### src/core/spi_flash_params.svh
// Constants for the serial flash status and identification command block.
`ifndef SPI_FLASH_PARAMS_SVH
`define SPI_FLASH_PARAMS_SVH

// Fixed opcodes.
`define SF_OP_WRITE_DISABLE 8'h04
`define SF_OP_STATUS_READ   8'h05
`define SF_OP_JEDEC_ID      8'h9F
`define SF_OP_LEGACY_ID_A   8'h90
`define SF_OP_LEGACY_ID_B   8'hAB

// Default opcodes for commands whose codes the integrator supplies.
`define SF_OP_WR_ENABLE_DEF  8'h06
`define SF_OP_ARM_DEF        8'h50
`define SF_OP_STAT_WRITE_DEF 8'h01
`define SF_OP_SEC_READ_DEF  8'h35

// Identification bytes, arbitrary neutral values.
`define SF_ID_MAKER_DEF     8'hA5
`define SF_ID_TYPE_DEF      8'h5A
`define SF_ID_SIZE_DEF      8'h3C

// Primary status bit positions.
`define SF_BIT_BUSY         0
`define SF_BIT_LATCH        1
`define SF_BIT_LEVEL0       2
`define SF_BIT_LEVEL2       4
`define SF_BIT_AUTO_INC     6
`define SF_BIT_LOCK         7

// Writable masks and reset values.
`define SF_SEC_MASK         8'h03
`define SF_SEC_RESET        8'h00
`define SF_BP_RESET         3'h0
// Pin idle levels {select, clock, data, protect}, so no false edge follows reset.
`define SF_PIN_IDLE         4'h9

// Serial bit counts.
`define SF_LAST_OP_BIT      5'h07
`define SF_LAST_ADDR_BIT    5'h17
`define SF_LAST_OUT_BIT     3'h7
`define SF_BYTE_BITS        5'h08
`define SF_WORD_BITS        5'h10
`define SF_DATA_SAT         5'h11
`define SF_JID_LAST         2'h2

// Register bus map.
`define SF_WB_CTRL          8'h00
`define SF_WB_STATUS        8'h04
`define SF_CTRL_START       0
`define SF_CTRL_AUTO_INC    1

// Program time and clock period.
`define SF_PROG_TIME_NS     10000
`define SF_CLK_PERIOD_NS    4
`define SF_PROG_CYCLES      (`SF_PROG_TIME_NS / `SF_CLK_PERIOD_NS)

`endif

### src/core/spi_flash_pkg.sv
// Types shared by the serial flash command block.
package spi_flash_pkg;

    typedef struct packed {
        logic cs_n;
        logic sck;
        logic si;
        logic wp_n;
    } pins_type;

    typedef enum logic [2:0] {
        ST_IDLE, ST_OPCODE, ST_ADDR, ST_DATA, ST_OUT, ST_SKIP
    } state_type;

    typedef enum logic [2:0] {
        CMD_NONE, CMD_WR_ENABLE, CMD_WR_DISABLE, CMD_ARM, CMD_STAT_WRITE
    } cmd_type;

    typedef enum logic [1:0] {
        OUT_PRI, OUT_SEC, OUT_JID, OUT_LID
    } out_type;

endpackage : spi_flash_pkg

### src/core/spi_flash_status_id.sv
// Serial flash status, write-enable, status-write and identification commands.
//
// Overview of operation
// Status read is accepted anytime, even while busy, showing live busy.
// Status read repeats the status byte until chip select rises.
// Secondary status read repeats the secondary byte until chip select rises.
// Host holds chip select low through opcode and all wanted status data.
// Write enable sets the write latch flag to one.
// Host sends write enable before program, erase, or instead of arming.
// A completed status write clears the write latch at chip select rise.
// Enable, disable, arm and status write act only at chip select rise.
// Write disable clears write latch and auto-increment flags.
// Write disable never aborts a running program operation.
// Arming opens status only for the immediately following status write.
// A one-byte status write updates protect level and lock bits.
// Status write is ignored while protect pin low and lock bit set.
// With protect pin low the lock bit may go 0 to 1, never back.
// With protect pin high all protection bits are writable.
// Unlocked status write may set lock and change levels together.
// A two-byte status write loads primary then secondary status.
// Only an exact byte or word of status data is executed.
// Standard ID sends maker byte, then memory type and capacity.
// Standard ID output ends whenever chip select rises.
// Legacy ID is decoded under two opcodes, then a 24-bit address.
// Legacy ID alternates maker and device codes until chip select rises.
// Write disable decodes as 04 and status read as 05.
// Other opcodes are parameters with integrator defaults; the code keeps the ID opcodes 9F, 90 and AB fixed.
// Address bit zero picks which legacy ID code comes first.
//
// The implementer's own choices: the Wishbone interface to the registers and the register addresses.
`timescale 1ns/1ps
`include "spi_flash_params.svh"
`default_nettype none

module spi_flash_status_id #(
    parameter logic [7:0] WRITE_ENABLE_OP = `SF_OP_WR_ENABLE_DEF,
    parameter logic [7:0] ARM_OP          = `SF_OP_ARM_DEF,
    parameter logic [7:0] STATUS_WRITE_OP = `SF_OP_STAT_WRITE_DEF,
    parameter logic [7:0] SEC_READ_OP     = `SF_OP_SEC_READ_DEF,
    parameter logic [7:0] ID_MAKER        = `SF_ID_MAKER_DEF,
    parameter logic [7:0] ID_TYPE         = `SF_ID_TYPE_DEF,
    parameter logic [7:0] ID_SIZE         = `SF_ID_SIZE_DEF
) (
    // System
    input  wire logic        clk_i,
    input  wire logic        rst_i,
    // Wishbone slave
    input  wire logic        wb_cyc_i,
    input  wire logic        wb_stb_i,
    input  wire logic        wb_we_i,
    input  wire logic [7:0]  wb_adr_i,
    input  wire logic [3:0]  wb_sel_i,
    input  wire logic [31:0] wb_dat_i,
    output var  logic [31:0] wb_dat_o,
    output var  logic        wb_ack_o,
    // Serial pins
    input  wire logic        chip_select_n_i,
    input  wire logic        sck_i,
    input  wire logic        si_i,
    input  wire logic        protect_pin_n_i,
    output var  logic        so_o,
    output var  logic        so_oe_o
);

    spi_flash_pkg::pins_type  meta_reg;
    spi_flash_pkg::pins_type  sync_reg;
    logic                     sck_d_reg;
    logic                     cs_d_reg;
    spi_flash_pkg::state_type state_reg;
    spi_flash_pkg::cmd_type   cmd_reg;
    spi_flash_pkg::out_type   omode_reg;
    logic [4:0]               bitcnt_reg;
    logic [7:0]               shin_reg;
    logic [15:0]              din_reg;
    logic [4:0]               dbits_reg;
    logic [7:0]               osh_reg;
    logic [2:0]               ocnt_reg;
    logic [1:0]               idx_reg;
    logic                     so_reg;
    logic                     so_oe_reg;
    logic                     latch_reg;
    logic                     auto_inc_reg;
    logic [2:0]               bp_reg;
    logic                     lock_reg;
    logic [7:0]               sec_reg;
    logic                     arm_reg;
    logic                     busy_reg;
    logic [11:0]              busy_cnt_reg;
    logic                     ack_reg;
    logic [31:0]              dat_reg;

    logic                     sck_rise;
    logic                     sck_fall;
    logic                     cs_rise;
    logic                     cs_fall;
    logic [7:0]               shin_next;
    logic [7:0]               pri_status;
    logic                     wr_len_ok;
    logic                     wr_ok;
    logic                     wb_hit;
    logic                     prog_start;

    // Pins cross into the clock domain through two flip-flops.
    always_ff @(posedge clk_i) begin
        if (rst_i) begin
            meta_reg <= `SF_PIN_IDLE;
            sync_reg <= `SF_PIN_IDLE;
        end else begin
            meta_reg <= {chip_select_n_i, sck_i, si_i, protect_pin_n_i};
            sync_reg <= meta_reg;
        end
    end

    always_ff @(posedge clk_i) begin
        if (rst_i) begin
            sck_d_reg <= 1'b0;
            cs_d_reg  <= 1'b1;
        end else begin
            sck_d_reg <= sync_reg.sck;
            cs_d_reg  <= sync_reg.cs_n;
        end
    end

    assign sck_rise  = sync_reg.sck & ~sck_d_reg & ~sync_reg.cs_n;
    assign sck_fall  = ~sync_reg.sck & sck_d_reg & ~sync_reg.cs_n;
    assign cs_rise   = sync_reg.cs_n & ~cs_d_reg;
    assign cs_fall   = ~sync_reg.cs_n & cs_d_reg;
    assign shin_next = {shin_reg[6:0], sync_reg.si};

    // Live busy
    assign pri_status = {lock_reg, auto_inc_reg, 1'b0, bp_reg, latch_reg, busy_reg};

    function automatic logic [7:0] out_byte(
        input spi_flash_pkg::out_type mode,
        input logic [1:0]             idx,
        input logic [7:0]             pri,
        input logic [7:0]             sec
    );
        logic [7:0] b;
        b = pri;
        case (mode)
            spi_flash_pkg::OUT_PRI: b = pri;
            spi_flash_pkg::OUT_SEC: b = sec;
            // Maker then device
            spi_flash_pkg::OUT_JID: begin
                if (idx == 2'h0) begin
                    b = ID_MAKER;
                end else if (idx == 2'h1) begin
                    b = ID_TYPE;
                end else begin
                    b = ID_SIZE;
                end
            end
            // Legacy code pair
            spi_flash_pkg::OUT_LID: b = idx[0] ? ID_SIZE : ID_MAKER;
            default: b = pri;
        endcase
        return b;
    endfunction : out_byte

    function automatic logic [1:0] next_idx(
        input spi_flash_pkg::out_type mode,
        input logic [1:0]             idx
    );
        logic [1:0] n;
        n = idx;
        if (mode == spi_flash_pkg::OUT_LID) begin
            n = {1'b0, ~idx[0]};
        end else if (mode == spi_flash_pkg::OUT_JID) begin
            n = (idx == `SF_JID_LAST) ? 2'h0 : idx + 2'h1;
        end
        return n;
    endfunction : next_idx

    // Command framing and decode; framing ends on every chip select rise.
    always_ff @(posedge clk_i) begin
        if (rst_i) begin
            state_reg  <= spi_flash_pkg::ST_IDLE;
            cmd_reg    <= spi_flash_pkg::CMD_NONE;
            omode_reg  <= spi_flash_pkg::OUT_PRI;
            bitcnt_reg <= 5'h00;
            shin_reg   <= 8'h00;
            din_reg    <= 16'h0000;
            dbits_reg  <= 5'h00;
            osh_reg    <= 8'h00;
            ocnt_reg   <= 3'h0;
            idx_reg    <= 2'h0;
        end else if (sync_reg.cs_n) begin
            // Output ends
            state_reg <= spi_flash_pkg::ST_IDLE;
            if (!cs_rise) begin
                cmd_reg <= spi_flash_pkg::CMD_NONE;
            end
        end else if (cs_fall) begin
            state_reg  <= spi_flash_pkg::ST_OPCODE;
            cmd_reg    <= spi_flash_pkg::CMD_NONE;
            bitcnt_reg <= 5'h00;
            dbits_reg  <= 5'h00;
        end else if (sck_rise) begin
            shin_reg   <= shin_next;
            bitcnt_reg <= bitcnt_reg + 5'h01;
            case (state_reg)
                spi_flash_pkg::ST_OPCODE: begin
                    if (bitcnt_reg == `SF_LAST_OP_BIT) begin
                        bitcnt_reg <= 5'h00;
                        ocnt_reg   <= 3'h0;
                        state_reg  <= spi_flash_pkg::ST_SKIP;
                        // Fixed opcodes
                        if (shin_next == `SF_OP_STATUS_READ) begin
                            // Status repeat
                            state_reg <= spi_flash_pkg::ST_OUT;
                            omode_reg <= spi_flash_pkg::OUT_PRI;
                            osh_reg   <= pri_status;
                        end else if (shin_next == `SF_OP_WRITE_DISABLE) begin
                            cmd_reg <= spi_flash_pkg::CMD_WR_DISABLE;
                        // Parameter opcodes
                        end else if (shin_next == SEC_READ_OP) begin
                            // Secondary repeat
                            state_reg <= spi_flash_pkg::ST_OUT;
                            omode_reg <= spi_flash_pkg::OUT_SEC;
                            osh_reg   <= sec_reg;
                        end else if (shin_next == WRITE_ENABLE_OP) begin
                            cmd_reg <= spi_flash_pkg::CMD_WR_ENABLE;
                        end else if (shin_next == ARM_OP) begin
                            cmd_reg <= spi_flash_pkg::CMD_ARM;
                        end else if (shin_next == STATUS_WRITE_OP) begin
                            cmd_reg   <= spi_flash_pkg::CMD_STAT_WRITE;
                            state_reg <= spi_flash_pkg::ST_DATA;
                        end else if (shin_next == `SF_OP_JEDEC_ID) begin
                            state_reg <= spi_flash_pkg::ST_OUT;
                            omode_reg <= spi_flash_pkg::OUT_JID;
                            osh_reg   <= ID_MAKER;
                            idx_reg   <= 2'h1;
                        // Two legacy opcodes
                        end else if (shin_next == `SF_OP_LEGACY_ID_A ||
                                     shin_next == `SF_OP_LEGACY_ID_B) begin
                            state_reg <= spi_flash_pkg::ST_ADDR;
                            omode_reg <= spi_flash_pkg::OUT_LID;
                        end
                    end
                end
                spi_flash_pkg::ST_ADDR: begin
                    if (bitcnt_reg == `SF_LAST_ADDR_BIT) begin
                        // Address bit zero
                        state_reg <= spi_flash_pkg::ST_OUT;
                        osh_reg   <= shin_next[0] ? ID_SIZE : ID_MAKER;
                        idx_reg   <= {1'b0, ~shin_next[0]};
                    end
                end
                spi_flash_pkg::ST_DATA: begin
                    din_reg <= {din_reg[14:0], sync_reg.si};
                    // Surplus counted
                    if (dbits_reg != `SF_DATA_SAT) begin
                        dbits_reg <= dbits_reg + 5'h01;
                    end
                end
                spi_flash_pkg::ST_IDLE,
                spi_flash_pkg::ST_OUT,
                spi_flash_pkg::ST_SKIP: begin
                end
                default: state_reg <= spi_flash_pkg::ST_SKIP;
            endcase
        end else if (sck_fall && state_reg == spi_flash_pkg::ST_OUT) begin
            ocnt_reg <= ocnt_reg + 3'h1;
            if (ocnt_reg == `SF_LAST_OUT_BIT) begin
                osh_reg <= out_byte(omode_reg, idx_reg, pri_status, sec_reg);
                idx_reg <= next_idx(omode_reg, idx_reg);
            end else begin
                osh_reg <= {osh_reg[6:0], 1'b0};
            end
        end
    end

    // Data out changes on the falling clock so the host samples on the rise.
    always_ff @(posedge clk_i) begin
        if (rst_i) begin
            so_reg    <= 1'b0;
            so_oe_reg <= 1'b0;
        end else if (sync_reg.cs_n) begin
            so_oe_reg <= 1'b0;
        end else if (sck_fall && state_reg == spi_flash_pkg::ST_OUT) begin
            so_reg    <= osh_reg[7];
            so_oe_reg <= 1'b1;
        end
    end

    assign so_o    = so_reg;
    assign so_oe_o = so_oe_reg;

    // Exact length only
    assign wr_len_ok = (dbits_reg == `SF_BYTE_BITS) || (dbits_reg == `SF_WORD_BITS);
    // Locked write ignored
    assign wr_ok = (cmd_reg == spi_flash_pkg::CMD_STAT_WRITE) && (arm_reg || latch_reg) &&
                   !(!sync_reg.wp_n && lock_reg) && wr_len_ok;

    assign wb_hit     = wb_cyc_i && wb_stb_i && !ack_reg;
    assign prog_start = wb_hit && wb_we_i && wb_sel_i[0] && wb_adr_i == `SF_WB_CTRL &&
                        wb_dat_i[`SF_CTRL_START] && latch_reg && !busy_reg;

    // Status bits; command effects wait for chip select rise.
    always_ff @(posedge clk_i) begin
        if (rst_i) begin
            latch_reg    <= 1'b0;
            auto_inc_reg <= 1'b0;
            bp_reg       <= `SF_BP_RESET;
            lock_reg     <= 1'b0;
            sec_reg      <= `SF_SEC_RESET;
            arm_reg      <= 1'b0;
        end else begin
            if (prog_start) begin
                latch_reg <= 1'b0;
            end
            if (wb_hit && wb_we_i && wb_sel_i[0] && wb_adr_i == `SF_WB_CTRL &&
                wb_dat_i[`SF_CTRL_AUTO_INC] && latch_reg) begin
                auto_inc_reg <= 1'b1;
            end
            // Act at rise
            if (cs_rise) begin
                // Arm only next
                arm_reg <= (cmd_reg == spi_flash_pkg::CMD_ARM);
                case (cmd_reg)
                    // Set latch
                    spi_flash_pkg::CMD_WR_ENABLE: latch_reg <= 1'b1;
                    // Clear both
                    spi_flash_pkg::CMD_WR_DISABLE: begin
                        latch_reg    <= 1'b0;
                        auto_inc_reg <= 1'b0;
                    end
                    spi_flash_pkg::CMD_STAT_WRITE: begin
                        if (wr_ok) begin
                            // Latch cleared
                            latch_reg <= 1'b0;
                            // Byte fields
                            // Lock set only
                            // Pin high writable
                            // Lock with levels
                            if (dbits_reg == `SF_WORD_BITS) begin
                                bp_reg   <= din_reg[`SF_BIT_LEVEL2+8:`SF_BIT_LEVEL0+8];
                                lock_reg <= din_reg[`SF_BIT_LOCK+8];
                                // Second byte
                                sec_reg  <= din_reg[7:0] & `SF_SEC_MASK;
                            end else begin
                                bp_reg   <= din_reg[`SF_BIT_LEVEL2:`SF_BIT_LEVEL0];
                                lock_reg <= din_reg[`SF_BIT_LOCK];
                            end
                        end
                    end
                    spi_flash_pkg::CMD_NONE,
                    spi_flash_pkg::CMD_ARM: begin
                    end
                    default: arm_reg <= 1'b0;
                endcase
            end
        end
    end

    // Busy timer; limited to one program length and untouched by disable.
    always_ff @(posedge clk_i) begin
        if (rst_i) begin
            busy_reg     <= 1'b0;
            busy_cnt_reg <= 12'h000;
        end else if (prog_start) begin
            busy_reg     <= 1'b1;
            busy_cnt_reg <= 12'(`SF_PROG_CYCLES);
        end else if (busy_reg) begin
            // Runs to end
            busy_cnt_reg <= busy_cnt_reg - 12'h001;
            busy_reg     <= (busy_cnt_reg != 12'h001);
        end
    end

    // Wishbone answers one cycle after the strobe; unmapped reads give zero.
    always_ff @(posedge clk_i) begin
        if (rst_i) begin
            ack_reg <= 1'b0;
            dat_reg <= 32'h0000_0000;
        end else begin
            ack_reg <= wb_hit;
            dat_reg <= 32'h0000_0000;
            if (wb_hit && !wb_we_i) begin
                if (wb_adr_i == `SF_WB_STATUS) begin
                    dat_reg <= {16'h0000, sec_reg, pri_status};
                end else if (wb_adr_i == `SF_WB_CTRL) begin
                    dat_reg <= {30'h0000_0000, auto_inc_reg, busy_reg};
                end
            end
        end
    end

    assign wb_ack_o = ack_reg;
    assign wb_dat_o = dat_reg;
endmodule : spi_flash_status_id

`default_nettype wire

### config.mk
export PLATFORM = sky130hd
export DESIGN_NAME = spi_flash_status_id
export DESIGN_NICKNAME = d
export VERILOG_FILES = /design/src/core/spi_flash_pkg.sv /design/src/core/spi_flash_status_id.sv
export VERILOG_INCLUDE_DIRS = /design/src /design/src/core
export SDC_FILE = /design/constraint.sdc
export NUM_CORES = 1
export LEC_CHECK = 0
export BUFFER_PORTS_ARGS = -buffer_cell sky130_fd_sc_hd__buf_4
export CAP_MARGIN = 10
export CELL_PAD_IN_SITES_DETAIL_PLACEMENT = 1
export CELL_PAD_IN_SITES_GLOBAL_PLACEMENT = 1
export CORE_ASPECT_RATIO = 1.1
export CORE_MARGIN = 5
export CORE_UTILIZATION = 30
export DETAILED_ROUTE_END_ITERATION = 8
export PLACE_DENSITY_LB_ADDON = 0.12
export SYNTH_ARGS = -nofsm -noshare
export SYNTH_HDL_FRONTEND = slang
export SYNTH_SLANG_ARGS = --single-unit
### constraint.sdc
create_clock -name clk_i -period 4.8 [get_ports clk_i]
set_input_delay 0.72 -clock clk_i [delete_from_list [all_inputs] [get_ports clk_i]]
set_output_delay 0.72 -clock clk_i [all_outputs]
set_load 0.01 [all_outputs]
==> results.sh <==
export IMPL_status="finished, final reports clean"
export IMPL_clock_sinks=98
export IMPL_grt_pass1_vias=3918
export IMPL_clock_latency_ps=360
export IMPL_worstSetupPathType="reg2reg"
export IMPL_synth_area_leader_cell="dfxtp_1"
export IMPL_final_max_slew_viol_count=0
export IMPL_min_delay_start="meta_reg[3]"
export IMPL_syn_to_final_growth_pct=13.1
export IMPL_maxCapViolCount=0
export IMPL_die_w_um=130
export IMPL_cp_startpoint="state_reg[1]"
export IMPL_post_drt_via_cell_ratio=4.97
export IMPL_hold_class="reg2reg"
export IMPL_worstSetupEndpointType="flop"
export IMPL_critical_path_arrival_ps=3070
export IMPL_synth_cells=546
export IMPL_fill_cells=1861
export IMPL_finalNonFillerCells=767
export IMPL_place_congestion=0.781
export IMPL_avgSynthCellArea_um2=8.68
export IMPL_initialDrtViolationCount=167
export IMPL_p_leak_nw=1.90
export IMPL_antenna_found_initial=0
export IMPL_io_pins=88
export IMPL_ys_ff_latch=98
export IMPL_drc=0
export IMPL_ys_async_sr_fraction_pct=0
export IMPL_antenna_cells=0
export IMPL_post_cts_resized=0
export IMPL_largest_reg_flops=16
export IMPL_synth_top_area_share_pct=41.4
export IMPL_cts_setup_buffers=0
export IMPL_min_path_cells=1
export IMPL_grt_overflow_total=0
export IMPL_ir_worst_vdd_mv=0.137
export IMPL_die_height_um=142
export IMPL_syn_cell_area_um2=4740
export IMPL_grt_usage_pct=13.8
export IMPL_firstDrtPassIters=4
export IMPL_final_common_cell="dfxtp_1"
export IMPL_io_buffers=31
export IMPL_core_um2=15600
export IMPL_clockBufferDepth=2
export IMPL_ys_seq_area_share_pct=41.4
export IMPL_cts_buffers=9
export IMPL_maxSlewHeadroom_pct=23.5
export IMPL_start_util_pct=30.4
export IMPL_setup_violations=0
export IMPL_ys_types=64
export IMPL_cts_hold_buf=0
export IMPL_synth_edf_count=0
export IMPL_totalWireLength_mm=12.2
export IMPL_worstPathRequired_ps=5080
export IMPL_final_antenna_net_count=0
export IMPL_drive_gt1_share_pct=12.2
export IMPL_fmax_mhz=360
export IMPL_hold_viol=0
export IMPL_dp_cells=752
export IMPL_powerDensity_nw_per_um2=307
export IMPL_rows=48
export IMPL_reg2reg_to="osh_reg[5]"
export IMPL_skew_ps=8.57
export IMPL_holdPathEnd="sync_reg[3]"
export IMPL_synth_top_flop_cell="dfxtp_1"
export IMPL_worst_pin_slew_ps=1150
export IMPL_rsz0062_at_grt="false"
export IMPL_htree_num_levels=3
export IMPL_cts_tree="built"
export IMPL_path_clk_slew_ps=60
export IMPL_setup_tns_ps=0
export IMPL_cts_root_buf="clkbuf_16"
export IMPL_synth_area_leaders="dfxtp_1 41%, mux2i_1 7.0%, nor2_1 5.9%"
export IMPL_fin_crit_ps=2780
export IMPL_critPathLaunchType="flop"
export IMPL_die_area_um2=18400
export IMPL_r2r_worst_path_cells=6
export IMPL_yosys_warnings=0
export IMPL_hpwl_mm=9.02
export IMPL_cp_max_fo=15
export IMPL_wl_per_cell_um=15.9
export IMPL_final_cell_mix="98 x dfxtp_1, 75 x nor2_1, 42 x nand2_1"
export IMPL_period_share_pct=58.0
export IMPL_rrSetupSlack_ps=2020
export IMPL_fin_nets=624
export IMPL_grt_max_degree=39
export IMPL_reg2reg_from="state_reg[1]"
export IMPL_grt_pass1_wl_mm=20.1
export IMPL_via_count=3810
==> per-stage QoR <==
stage / cell area [um2] / hold slack, ps / total power (W) / util (%) / setup slack, ps
final: 5360 / 413 / 0.00165 / 34.3 / 2020
after global routing: 5360 / 428 / 0.00171 / 34.3 / 1780
after CTS: 5360 / 414 / 0.00167 / 34.3 / 2030
after detailed placement: 5040 / 400 / 0.000887 / 32.3 / 2030
after global placement: 5040 / 403 / 0.000886 / 32.3 / 2070
after floorplan: 4820 / 389 / 0.000880 / - / 2660
==> critical path: stages, from the launching register on <==
cell and delay (ps):
dfxtp_1 490, nor3b_1 850, nand2b_1 250, o221ai_2 130, a31o_1 420, or3_1 440
a21oi_1 130
==> Yosys cell counts (3+ instances only) <==
library cell  count
a211oi_1          8
and3_1           13
buf_4            24
nor4_1            4
a221oi_1          4
nand4_1           6
inv_1            15
nor3b_1           5
o21ai_0           8
nor4bb_1          3
dfxtp_1          98
mux2_2            4
clkbuf_1         20
nand3b_1          7
nand2b_1          8
nand4b_1          4
or4_1             5
nor3_1           19
nor2_1           75
xnor2_1           6
xor2_1            7
or2_2             6
nor2b_1          13
nand3_1           9
a22oi_1           3
a21oi_1          37
mux2i_1          33
or3_1             6
o2111ai_1         3
nand2_1          42
buf_2             4
ha_1              8
==> power breakdown <==
| group | internal, W | total (W) | switching [W] |
|---|---|---|---|
| Sequential | 0.000817 | 0.000821 | 0.00000438 |
| Combinational | 0.0000169 | 0.0000466 | 0.0000297 |
| Clock | 0.000467 | 0.000778 | 0.000311 |
==> worst max-delay path by stage <==
| stage | slack, ps | to | depth (start not counted) |
|---|---|---|---|
| 3_5_place_dp | 2030 | osh_reg[5] | 6 |
| 3_3_place_gp | 2070 | osh_reg[5] | 6 |
| 2_1_floorplan | 2660 | osh_reg[5] | 8 |
| 4_1_cts | 2030 | osh_reg[5] | 6 |
| 6_report | 2020 | osh_reg[5] | 6 |
| 5_1_grt | 1780 | osh_reg[5] | 6 |
==> cells by family (layout without fill, tap and decap cells) <==
logic type                 count (synthesis)  in the layout  share of synthesized area [%]
and+or+nand+nor                          241            241                           27.3
DFF                                       98             98                           41.4
AOI/OAI and AO/OA                         83             83                           11.5
buffers and inverters                     65             64                           7.31
muxes                                     37             37                           7.92
xor gates and xnor gates                  13             13                           2.40
adders and majority gates                  8              8                           2.11
other                                      1             23                         0.0791
==> metal layers <==
metal | track usage, % | routed length (um) | vias up
li1 | - | - | 1915
met1 | 17.7 | 5850 | 1826
met2 | 22.8 | 5790 | 53
met3 | 2.37 | 330 | 16
met4 | 5.63 | 255 | 0
met5 | 0 | 0 | -
==> cell type report <==
cell class	instances	area, um2	area share, %
Clock inverter	5	78.8	1.47
Tap cell	200	250	4.67
Clock buffer	10	239	4.46
Timing Repair Buffer	34	255	4.76
Inverter	15	56.3	1.05
Multi-Input combinational cell	405	2520	47.0
Sequential cell	98	1960	36.6
(Power assumes the default switching activity.)
